`src/verilog/dma_err_pace_defines.svh`:
```
`ifndef DMA_ERR_PACE_DEFINES_SVH
`define DMA_ERR_PACE_DEFINES_SVH

// ----------------------------------------------------------------------
// register byte offsets
// ----------------------------------------------------------------------
`define OFS_STATUS      12'h000
`define OFS_ENABLE      12'h004
`define OFS_CLEAR       12'h008
`define OFS_DETAILS     12'h00C
`define OFS_REEVAL      12'h010
`define OFS_SPACING     12'h014
`define OFS_ACT_OPTS    12'h018

// ----------------------------------------------------------------------
// field positions
// ----------------------------------------------------------------------
`define BIT_MAP_ERR     3
`define BIT_REQ_ERR     2
`define BIT_BUS_ERR     0
`define BIT_EVALUATE_BIT        0
`define DET_CHAIN       17
`define DET_IRQ         16
`define DET_CODE_HI     13
`define DET_CODE_LO     8
`define DET_STAT_HI     3
`define OPT_CHAIN       22
`define OPT_IRQ         20
`define OPT_CODE_HI     17
`define OPT_CODE_LO     12
`define OPT_FIFO_WIDTH_SELECT_HI     10
`define OPT_FIFO_WIDTH_SELECT_LO     8
`define OPT_PRI_HI      6
`define OPT_PRI_LO      4
`define OPT_DAM         1
`define OPT_SAM         0
`define SPACE_HI        2

// ----------------------------------------------------------------------
// masks, limits and reset values
// ----------------------------------------------------------------------
`define FLAG_MASK       4'hD
`define FLAG_RESET      4'h0
`define ENABLE_RESET    4'h0
`define SPACE_RESET     3'h0
`define FIFO_WIDTH_SELECT_MAX        3'h5

// ----------------------------------------------------------------------
// read spacing in cycles between read commands, and read address step in bytes
// ----------------------------------------------------------------------
`define SPACE_CYC_1     6'd4
`define SPACE_CYC_2     6'd8
`define SPACE_CYC_3     6'd16
`define SPACE_CYC_4     6'd32
`define BEAT_BYTES      6'd4

`endif

```
`src/verilog/dma_err_pace_pkg.sv`:
```
package dma_err_pace_pkg;

   // completion options carried with a request or a failing transaction
   typedef struct packed {
      logic       chain_en;
      logic       irq_en;
      logic [5:0] completion_code;
   } completion_tag_t;

   // transfer request from the channel controller
   typedef struct packed {
      completion_tag_t tag;
      logic [2:0]      fifo_width_select;
      logic [2:0]      transfer_priority;
      logic            source_constant_mode;
      logic            destination_constant_mode;
      logic [31:0]     src_addr;
      logic [31:0]     dst_addr;
      logic [15:0]     first_dim_count;
      logic [15:0]     second_dim_count;
   } request_t;

   // one status return from the read or write status bus
   typedef struct packed {
      logic [3:0]      code;
      completion_tag_t tag;
   } bus_status_t;

   typedef enum logic [1:0] {
      PACE_IDLE = 2'b01,
      PACE_GAP  = 2'b10
   } pace_state_t;

   // whole register state of the block
   typedef struct packed {
      logic [3:0]      flags;
      logic [3:0]      enable;
      completion_tag_t det_tag;
      logic [3:0]      det_stat;
      logic [2:0]      spacing;
      completion_tag_t act_tag;
      logic [2:0]      act_fifo_width_select;
      logic [2:0]      act_pri;
      logic            act_sam;
      logic            act_dam;
      logic            active;
      logic [31:0]     src_base;
      logic [5:0]      src_off;
      pace_state_t     pace;
      logic [5:0]      gap;
      logic            rd_cmd;
      logic [31:0]     rd_addr;
      logic            irq;
      logic            req_ready;
      logic            pready;
      logic            pslverr;
      logic [31:0]     prdata;
   } state_t;

endpackage : dma_err_pace_pkg

```
`src/verilog/dma_err_pace.sv`:
```
`timescale 1ns/1ps
`include "dma_err_pace_defines.svh"

module dma_err_pace (
   input  wire logic                          pclk,
   input  wire logic                          presetn,
   input  wire logic                          clk_en,
   input  wire logic                          psel,
   input  wire logic                          penable,
   input  wire logic                          pwrite,
   input  wire logic [11:0]                   paddr,
   input  wire logic [31:0]                   pwdata,
   output      logic [31:0]                   prdata,
   output      logic                          pready,
   output      logic                          pslverr,
   input  wire logic                          req_valid,
   input  wire dma_err_pace_pkg::request_t    req,
   output      logic                          req_ready,
   input  wire logic                          rd_done,
   input  wire logic                          rd_want,
   output      logic                          rd_cmd,
   output      logic [31:0]                   rd_cmd_addr,
   input  wire dma_err_pace_pkg::bus_status_t rd_status,
   input  wire dma_err_pace_pkg::bus_status_t wr_status,
   output      logic                          err_irq
);
   import dma_err_pace_pkg::*;

   state_t      s;
   state_t      n;
   logic        apb_go;
   logic        apb_wr;
   logic        mapped;
   logic [31:0] rdata;
   logic [3:0]  set_v;
   logic [3:0]  clr_v;
   logic [3:0]  rise_v;
   logic        evaluate_bit_hit;
   logic        req_bad;
   logic        bus_evt;
   bus_status_t pick;
   logic [5:0]  width_bytes;
   logic [5:0]  idle_cycles;
   logic [5:0]  off_step;

   // ------------------------------------------------------------------
   // outputs
   // ------------------------------------------------------------------
   assign prdata      = s.prdata;
   assign pready      = s.pready;
   assign pslverr     = s.pslverr;
   assign req_ready   = s.req_ready;
   assign rd_cmd      = s.rd_cmd;
   assign rd_cmd_addr = s.rd_addr;
   assign err_irq     = s.irq;

   // ------------------------------------------------------------------
   // apb decode and read mux
   // ------------------------------------------------------------------
   // one wait state: pready rises the cycle after the access phase opens
   always_comb
   begin
      apb_go = psel && penable && !s.pready;
      apb_wr = psel && penable && s.pready && pwrite && !s.pslverr;
      mapped = 1'b1;
      rdata  = 32'h0000_0000;
      case (paddr)
         `OFS_STATUS:
            rdata[3:0] = s.flags;
         `OFS_ENABLE:
            rdata[3:0] = s.enable;
         `OFS_CLEAR,
         `OFS_REEVAL:
            rdata = 32'h0000_0000;
         `OFS_DETAILS:
         begin
            rdata[`DET_CHAIN] = s.det_tag.chain_en;
            rdata[`DET_IRQ]   = s.det_tag.irq_en;
            rdata[`DET_CODE_HI:`DET_CODE_LO] = s.det_tag.completion_code;
            rdata[`DET_STAT_HI:0] = s.det_stat;
         end
         `OFS_SPACING:
            rdata[`SPACE_HI:0] = s.spacing;
         `OFS_ACT_OPTS:
         begin
            rdata[`OPT_CHAIN] = s.act_tag.chain_en;
            rdata[`OPT_IRQ]   = s.act_tag.irq_en;
            rdata[`OPT_CODE_HI:`OPT_CODE_LO] = s.act_tag.completion_code;
            rdata[`OPT_FIFO_WIDTH_SELECT_HI:`OPT_FIFO_WIDTH_SELECT_LO] = s.act_fifo_width_select;
            rdata[`OPT_PRI_HI:`OPT_PRI_LO] = s.act_pri;
            rdata[`OPT_DAM] = s.act_dam;
            rdata[`OPT_SAM] = s.act_sam;
         end
         default:
            mapped = 1'b0;
      endcase
   end

   // ------------------------------------------------------------------
   // error event sources
   // ------------------------------------------------------------------
   // fifo width in bytes, used for alignment checks and offset wrap
   always_comb
   begin
      width_bytes = 6'd1 << req.fifo_width_select;
      if (s.active)
      begin
         width_bytes = 6'd1 << s.act_fifo_width_select;
      end
      // zero counts or misaligned constant addressing
      req_bad = (req.first_dim_count == 16'h0000)
             || (req.second_dim_count == 16'h0000);
      // width checked only when a constant mode is selected
      if (req.source_constant_mode || req.destination_constant_mode)
      begin
         req_bad = req_bad
                || (req.fifo_width_select > `FIFO_WIDTH_SELECT_MAX)
                || ((req.src_addr[5:0] & (width_bytes - 6'd1)) != 6'd0)
                || ((req.dst_addr[5:0] & (width_bytes - 6'd1)) != 6'd0)
                || ((req.first_dim_count[5:0] & (width_bytes - 6'd1))
                    != 6'd0);
      end
      // nonzero status wins, write beats read when both fail
      bus_evt = (rd_status.code != 4'h0) || (wr_status.code != 4'h0);
      pick    = (wr_status.code != 4'h0) ? wr_status : rd_status;
      set_v   = 4'h0;
      set_v[`BIT_MAP_ERR] = apb_go && !mapped;
      set_v[`BIT_REQ_ERR] = req_valid && s.req_ready && req_bad;
      set_v[`BIT_BUS_ERR] = bus_evt;
      clr_v = 4'h0;
      evaluate_bit_hit = 1'b0;
      if (apb_wr && (paddr == `OFS_CLEAR))
      begin
         clr_v = pwdata[3:0] & `FLAG_MASK;
      end
      if (apb_wr && (paddr == `OFS_REEVAL))
      begin
         evaluate_bit_hit = pwdata[`BIT_EVALUATE_BIT];
      end
      // only enabled flags that were clear or are being cleared count as a rise
      rise_v = set_v & ~(s.flags & ~clr_v) & s.enable;
   end

   // ------------------------------------------------------------------
   // read pacing step sizes
   // ------------------------------------------------------------------
   // spacing code to cycles; reserved codes run back-to-back
   always_comb
   begin
      case (s.spacing)
         3'h1:    idle_cycles = `SPACE_CYC_1 - 6'd1;
         3'h2:    idle_cycles = `SPACE_CYC_2 - 6'd1;
         3'h3:    idle_cycles = `SPACE_CYC_3 - 6'd1;
         3'h4:    idle_cycles = `SPACE_CYC_4 - 6'd1;
         default: idle_cycles = 6'd0;
      endcase
      off_step = s.src_off + `BEAT_BYTES;
   end

   // ------------------------------------------------------------------
   // next state
   // ------------------------------------------------------------------
   always_comb
   begin
      n         = s;
      n.rd_cmd  = 1'b0;
      n.irq     = 1'b0;
      n.pready  = apb_go;
      if (apb_go)
      begin
         n.prdata  = rdata;
         n.pslverr = !mapped;
      end
      else
      begin
         n.pslverr = 1'b0;
      end

      // enable register; bit 1 never stored
      if (apb_wr && (paddr == `OFS_ENABLE))
      begin
         n.enable = pwdata[3:0] & `FLAG_MASK;
      end
      // one global spacing for every request
      if (apb_wr && (paddr == `OFS_SPACING))
      begin
         n.spacing = pwdata[`SPACE_HI:0];
      end

      // clear by write-one, a same-cycle event wins
      n.flags = ((s.flags & ~clr_v) | set_v) & `FLAG_MASK;

      if (clr_v[`BIT_BUS_ERR])
      begin
         n.det_tag  = '0;
         n.det_stat = 4'h0;
      end
      // capture only when the bus flag is clear or being cleared
      if (bus_evt && (!s.flags[`BIT_BUS_ERR] || clr_v[`BIT_BUS_ERR]))
      begin
         n.det_tag  = pick.tag;
         n.det_stat = pick.code;
      end

      // pulse on a new enabled flag or on evaluate with an enabled flag set
      if ((rise_v != 4'h0)
          || (evaluate_bit_hit && ((s.flags & s.enable) != 4'h0)))
      begin
         n.irq = 1'b1;
      end

      // active set loaded only from an accepted request
      if (req_valid && s.req_ready && !req_bad)
      begin
         n.active   = 1'b1;
         n.act_tag  = req.tag;
         n.act_fifo_width_select = req.fifo_width_select;
         n.act_pri  = req.transfer_priority;
         n.act_sam  = req.source_constant_mode;
         n.act_dam  = req.destination_constant_mode;
         n.src_base = req.src_addr;
         n.src_off  = 6'd0;
      end
      else if (rd_done)
      begin
         n.active = 1'b0;
      end

      // gap counts the idle cycles after each read command
      case (s.pace)
         PACE_IDLE:
         begin
            if (s.active && rd_want && !rd_done)
            begin
               n.rd_cmd  = 1'b1;
               n.rd_addr = s.src_base + {26'h000_0000, s.src_off};
               // constant mode wraps at the fifo width
               if (s.act_sam && (off_step >= width_bytes))
               begin
                  n.src_off = 6'd0;
               end
               else
               begin
                  n.src_off = off_step;
               end
               if (idle_cycles != 6'd0)
               begin
                  n.pace = PACE_GAP;
                  n.gap  = idle_cycles;
               end
            end
         end
         PACE_GAP:
         begin
            if (s.gap <= 6'd1)
            begin
               n.pace = PACE_IDLE;
               n.gap  = 6'd0;
            end
            else
            begin
               n.gap = s.gap - 6'd1;
            end
         end
         default:
         begin
            n.pace = PACE_IDLE;
            n.gap  = 6'd0;
         end
      endcase
      n.req_ready = !n.active;
   end

   // ------------------------------------------------------------------
   // state register
   // ------------------------------------------------------------------
   // clk_en low freezes every bit, including the apb handshake
   always_ff @(posedge pclk or negedge presetn)
   begin
      if (!presetn)
      begin
         s           <= '0;
         s.flags     <= `FLAG_RESET;
         s.enable    <= `ENABLE_RESET;
         s.spacing   <= `SPACE_RESET;
         s.pace      <= PACE_IDLE;
         s.req_ready <= 1'b1;
      end
      else if (clk_en)
      begin
         s <= n;
      end
   end

   // ------------------------------------------------------------------
   // checks
   // ------------------------------------------------------------------
   // ce cycles since the last read command, saturating
   logic [5:0] gap_seen;
   logic       first_cmd;
   always_ff @(posedge pclk or negedge presetn)
   begin
      if (!presetn)
      begin
         gap_seen  <= 6'd0;
         first_cmd <= 1'b1;
      end
      else if (clk_en)
      begin
         if (rd_cmd)
         begin
            gap_seen  <= 6'd0;
            first_cmd <= 1'b0;
         end
         else if (gap_seen != 6'h3F)
         begin
            gap_seen <= gap_seen + 6'd1;
         end
      end
   end
endmodule : dma_err_pace

```
`config.mk`:
```
export PLATFORM = sky130hd
export DESIGN_NAME = dma_err_pace
export DESIGN_NICKNAME = d
export VERILOG_FILES = /design/src/verilog/dma_err_pace_pkg.sv /design/src/verilog/dma_err_pace.sv
export VERILOG_INCLUDE_DIRS = /design/src /design/src/verilog
export SDC_FILE = /design/constraint.sdc
export NUM_CORES = 1
export LEC_CHECK = 0
export BUFFER_PORTS_ARGS = -buffer_cell sky130_fd_sc_hd__clkbuf_2
export CAP_MARGIN = 15
export CELL_PAD_IN_SITES_DETAIL_PLACEMENT = 0
export CELL_PAD_IN_SITES_GLOBAL_PLACEMENT = 1
export CORE_MARGIN = 3
export CORE_UTILIZATION = 41
export DETAILED_ROUTE_END_ITERATION = 10
export PLACE_DENSITY_LB_ADDON = 0.1
export SETUP_SLACK_MARGIN = 0.5
export SYNTH_ARGS = -nofsm -noshare
export SYNTH_HDL_FRONTEND = slang
export SYNTH_SLANG_ARGS = --single-unit
```
`constraint.sdc`:
```
create_clock -name pclk -period 5.4 [get_ports pclk]
set_clock_uncertainty 0.2 [all_clocks]
set_input_delay 1.08 -clock pclk [delete_from_list [all_inputs] [get_ports pclk]]
set_output_delay 1.08 -clock pclk [all_outputs]
set_load 0.1 [all_outputs]
```
-- Yosys cells after proc, flatten, opt, wreduce, memory -nomap -nowiden
Cells that the tools add are included.
- word-level logic and storage cells: 148
- output and inout port bits: 69
- register bits: 140
- shift-type cells: 2
- mux-type cells: 33
- reduce and logical (&&, ||, !) cells: 55
- add/subtract/negate cells: 4
- bitwise operators: 10
- magnitude comparators: 3
- equal/unequal tests: 15
- operators by type and width (operator ; count):
    $mux W47 ; 1
    $eq A12 B5 Y1 const B ; 3
    $mux W12 ; 3
    $mux W33 ; 1
    $add A32 B6 Y32 ; 1
    $logic_not A16 Y1 ; 2
    $mux W6 ; 5
    $eq A12 B4 Y1 const B ; 2
    $reduce_bool A6 Y1 ; 4
    $pmux W5 S4 ; 1
    $and A6 B6 Y6 ; 3
    $logic_and A1 B1 Y1 ; 18
    $and A4 B4 Y4 ; 4
    $pmux W8 S2 ; 1
    $reduce_bool A4 Y1 ; 4
    $eq A12 B3 Y1 const B ; 1
    $logic_not A12 Y1 ; 1
    $shl A1 B3 Y6 const A ; 2
    $sub A6 B1 Y6 const B ; 2
    $mux W1 ; 10
    $pmux W2 S5 ; 1
    $reduce_and A2 Y1 ; 5
    $logic_or A1 B1 Y1 ; 9
    $mux W8 ; 1
    other kinds (24) ; 37

-- Logic depth before layout (Yosys ltp)
- word-level depth: 15
- depth in mapped cells: 11
- depth with buffers taken out: 10

-- Least setup slack after synthesis
Ideal clock, no wire load.
- path kind: input-to-reg
- from: input port req[103] in the netlist's numbering
- to: register s[124] in the netlist's numbering
- stages: 9
- setup slack: 2.178 ns
- arrival: 2.897 ns
- required time: 5.075 ns
- cells stage by stage: mux2_2 nand2b_1 ha_1 o21ai_0 a311o_1 o22ai_2 nand2_4 buf_6 mux2_4
- longest elaborated chain between the ends: 12
- elaborated cells on any way between the ends: 18
- RTL lines (what ; line ; text):
    from (decl) ; dma_err_pace.sv:17 ; input wire dma_err_pace_pkg::request_t req,
    $shl A1 B3 Y6 ; dma_err_pace.sv:105 ; width_bytes = 6'd1 << req.fifo_width_select;
    $mux W6 ; dma_err_pace.sv:106 ; if (s.active)
    $sub A6 B1 Y6 ; dma_err_pace.sv:118, dma_err_pace.sv:119, dma_err_pace.sv:120 ;
    $and A6 B6 Y6 ; dma_err_pace.sv:118 ; || ((req.src_addr[5:0] & (width_bytes - 6'd1)) != 6'd0)
    $reduce_bool A6 Y1 ; dma_err_pace.sv:118 ;
    $logic_or A1 B1 Y1 (2 in a row) ; dma_err_pace.sv:116 ; req_bad = req_bad
    $logic_or A1 B1 Y1 (*) ; dma_err_pace.sv:116 ;
    $mux W1 (*) ; dma_err_pace.sv:114 ; if (req.source_constant_mode || req.destination_constant_mode)
    $logic_not A1 Y1 (*) ; dma_err_pace.sv:213 ; if (req_valid && s.req_ready && !req_bad)
    $logic_and A1 B1 Y1 (*) ; dma_err_pace.sv:213 ;
    $reduce_and A2 Y1 (no source line) (*) ; -- ;
    to (signal assigned) ; dma_err_pace.sv:291 ; s <= n;
    to (decl) ; dma_err_pace.sv:29 ; state_t s;
Every way passes the cells marked *; elsewhere a longest branch is shown, timed or not.
A chain may end at the register's enable or synchronous reset.

-- Worst setup path in the final report
- from: input port req[103] in the netlist's numbering
- to: register s[113] in the netlist's numbering
Same word-level chain as after synthesis.

==> flow_metrics.tcl <==
set metrics [dict create \
    worst_setup_path_end_kind "flop" \
    p_leak_nw 4.29 \
    synth_edf_count 0 \
    worst_pin_slew_ns 0.976 \
    drt-initial-drc-count 226 \
    synth-simple-area-share 0.141 \
    setup_violations 0 \
    design_area_mm2 0.00902 \
    synth_cell_types 64 \
    cts.clk_slew.worst_paths_ns 0.06 \
    slowest_stage "nand2_4" \
    routed_wl_mm 18.8 \
    period_needed_ns 3.63 \
    cts_tree "done" \
    critPathTopFamily "simple AND/OR/NAND/NOR gates" \
    ys_warn_count 0 \
    worstPathRequired_ns 5.49 \
    cts_sinks 140 \
    hpwl_mm 13.9 \
    total_power_mw 4.14 \
    antenna_found_initial 0 \
    startpoint_type "input pin" \
    viasPerCell 5.14 \
    cpPeakStageDelay_ns 0.50 \
    rows 49 \
    finalNonFillerCells 1139 \
    syn-cell-area_mm2 0.00767 \
    yosysTopAreaCell "dfrtp_1" \
    synth-compound-area-share 0.137 \
    critPathBufInv 1 \
    ir_drop_uv 200 \
    start_util 0.422 \
    synth_fa_ha_area_frac 0.0336 \
    placed_area_mm2 0.00836 \
    hold_path.class "flop to flop" \
    ant_nets 0 \
    syn_to_final_growth_pct 17.7 \
    synth_xor_area_frac 0.0343 \
    vias 5858 \
    die_x_um 143 \
    die_area_mm2 0.0204 \
    cts_resized 0 \
    ys_dominant_reg_cell "dfrtp_1" \
    grt.total_usage 0.190 \
    setup_tns_ns 0 \
    finalMaxSlewViolations 0 \
    arrival_ns 3.72 \
    rsz0062_at_grt "false" \
    fmax_mhz 275 \
    cts-buffers-inserted 17 \
    clock-root-buffer "clkbuf_16" \
    layout_commonest_cell "clkbuf_2" \
    synth_mux_area_frac 0.102 \
    final_layout_size_suffix_gt1_frac 0.327 \
    htree_levels 4 \
    synth_top_family_by_area "simple AND/OR/NAND/NOR gates" \
    crit_chain "clkbuf_2 -> nor4_1 -> a21oi_1 -> ha_1 -> o21ai_0 -> a311o_1 -> o22ai_2 -> nand2_4 -> mux2_4" \
    die_h_um 143 \
    post_cts_buffers 0 \
    path_class "input pin to flop" \
    hold_viol_final 0 \
    ios 258 \
    postLayoutCoreUtil 0.497 \
    final_cell_mix "clkbuf_2, dfrtp_1, nand2_1, o21ai_0, mux2_2" \
    grt-ovfl-total 0 \
    power_density_mw_per_mm2 458 \
    portBuffers 190 \
    worstPathMaxFanout 51 \
    dp.cells 1105 \
    ys_ff_latch 140 \
    diodes 0 \
    drt_first_pass_iters 4 \
    status "finished, final reports clean" \
    synthArstFlopShare 1.00 \
    min_period_over_period 0.672 \
    coreArea_mm2 0.0181 \
    synth.area.top_cells "dfrtp_1, mux2_2, buf_4" \
    synth.top_cell.area_share 0.450 \
    ys_seq_area_frac 0.457 \
    maxCapViolCount 0 \
    timing.slew.headroom 0.349 \
    nets 1106 \
    drc 0 \
    avgSynthCellArea_um2 10.1 \
    grt_max_degree 108 \
    clock_latency_ns 0.41 \
    gp_congestion 0.812 \
    synth_cells 761 \
    grt_pass1_vias 6040 \
    routed_wire_length_per_instance_um 16.5 \
    cts.path.max_buffers 2 \
    grt_pass1_wl_mm 30.9 \
    ctsHoldBuffers 0 \
]
## layer usage
metal	part of all wire	vias to the layer above	routed length [um]	global-route usage
met5	0	-	0	0
met4	0.013	0	239	0.0525
met3	0.062	15	1160	0.0593
met2	0.49	162	9150	0.318
met1	0.44	2790	8250	0.238
li1	-	2891	-	-
## synthesized netlist by cell type (3+ instances only)
library cell	instances
mux2_2	46
nand3_1	20
a21o_1	7
nor3_1	20
o31ai_1	6
buf_6	6
o211ai_1	3
buf_4	64
ha_1	19
xor2_1	6
o21ai_0	64
nor2b_1	5
nand2b_1	5
a22o_1	4
o2bb2ai_1	15
buf_2	6
nand4_1	6
o21a_1	6
nor2_1	37
xnor2_1	24
or2_2	4
clkbuf_1	15
inv_1	25
dfrtp_1	138
a22oi_1	7
a21oi_1	15
mux2i_1	11
nand2_1	96
and3_1	5
or3_1	3
a211oi_1	3
a31oi_1	3
mux2_4	10
nor3b_1	5
nor4_1	13
## power breakdown
| group | internal [mW] | leakage (nW) | switching [mW] |
|---|---|---|---|
| combinational | 0.379 | 2.19 | 1.05 |
| sequential | 1.28 | 1.80 | 0.189 |
| clock | 0.794 | 0.306 | 0.444 |
| total | 2.46 | 4.29 | 1.68 |
## cells by family (layout without fill, tap and decap cells)
| family | count (synthesis) | in the layout |
|---|---|---|
| and+or+nand+nor | 229 | 229 |
| AOI/OAI and AO/OA | 158 | 158 |
| DFF | 140 | 140 |
| buffers and inverters | 116 | 253 |
| muxes | 67 | 67 |
| xor gates and xnor gates | 30 | 30 |
| adders and majority gates | 20 | 20 |
| other | 1 | 13 |
## worst reg2reg max path, cell delays in order (launching register included)
cell and delay, ns:
dfrtp_1 0.53, mux2_2 0.42, nand2b_1 0.18, ha_1 0.29, o21ai_0 0.09, a311o_1 0.36
o22ai_2 0.23, nand2_4 0.50, mux2_4 0.49
## metrics by stage
step	hold slack, ns	setup slack, ns
CTS	0.284	1.78
finish	0.277	1.77
global placement	0.260	1.40
detailed placement	0.270	1.35
floorplan	0.247	2.18
global route	0.304	1.63
## state kept, by name (all words and copies together), names as in the netlist
signal       flops
err_irq          1
prdata          19
pready           1
pslverr          1
rd_cmd           1
rd_cmd_addr     32
req_ready        1
s               84
## path summary, 6_finish.rpt
check	depth (start not counted)	from	slack (ns)	end
worst max-delay path	9	req[103]	1.77	s[113]
worst min-delay path	2	rd_cmd_addr[15]	0.28	rd_cmd_addr[15]
worst max register to register	8	s[115]	1.99	s[113]
worst min register to register	2	rd_cmd_addr[15]	0.28	rd_cmd_addr[15]
max in group asynchronous	2	presetn	3.36	s[120]
min in group asynchronous	1	presetn	0.60	s[89]
## area by class of cell
type	count	area (um^2)
Fill cell	1711	9120
Sequential cell	140	3510
Clock buffer	20	457
Timing Repair Buffer	196	1030
Multi-Input combinational cell	517	3490
Clock inverter	12	169
Tap cell	229	287
Inverter	25	93.8
(Power assumes the default switching activity.)
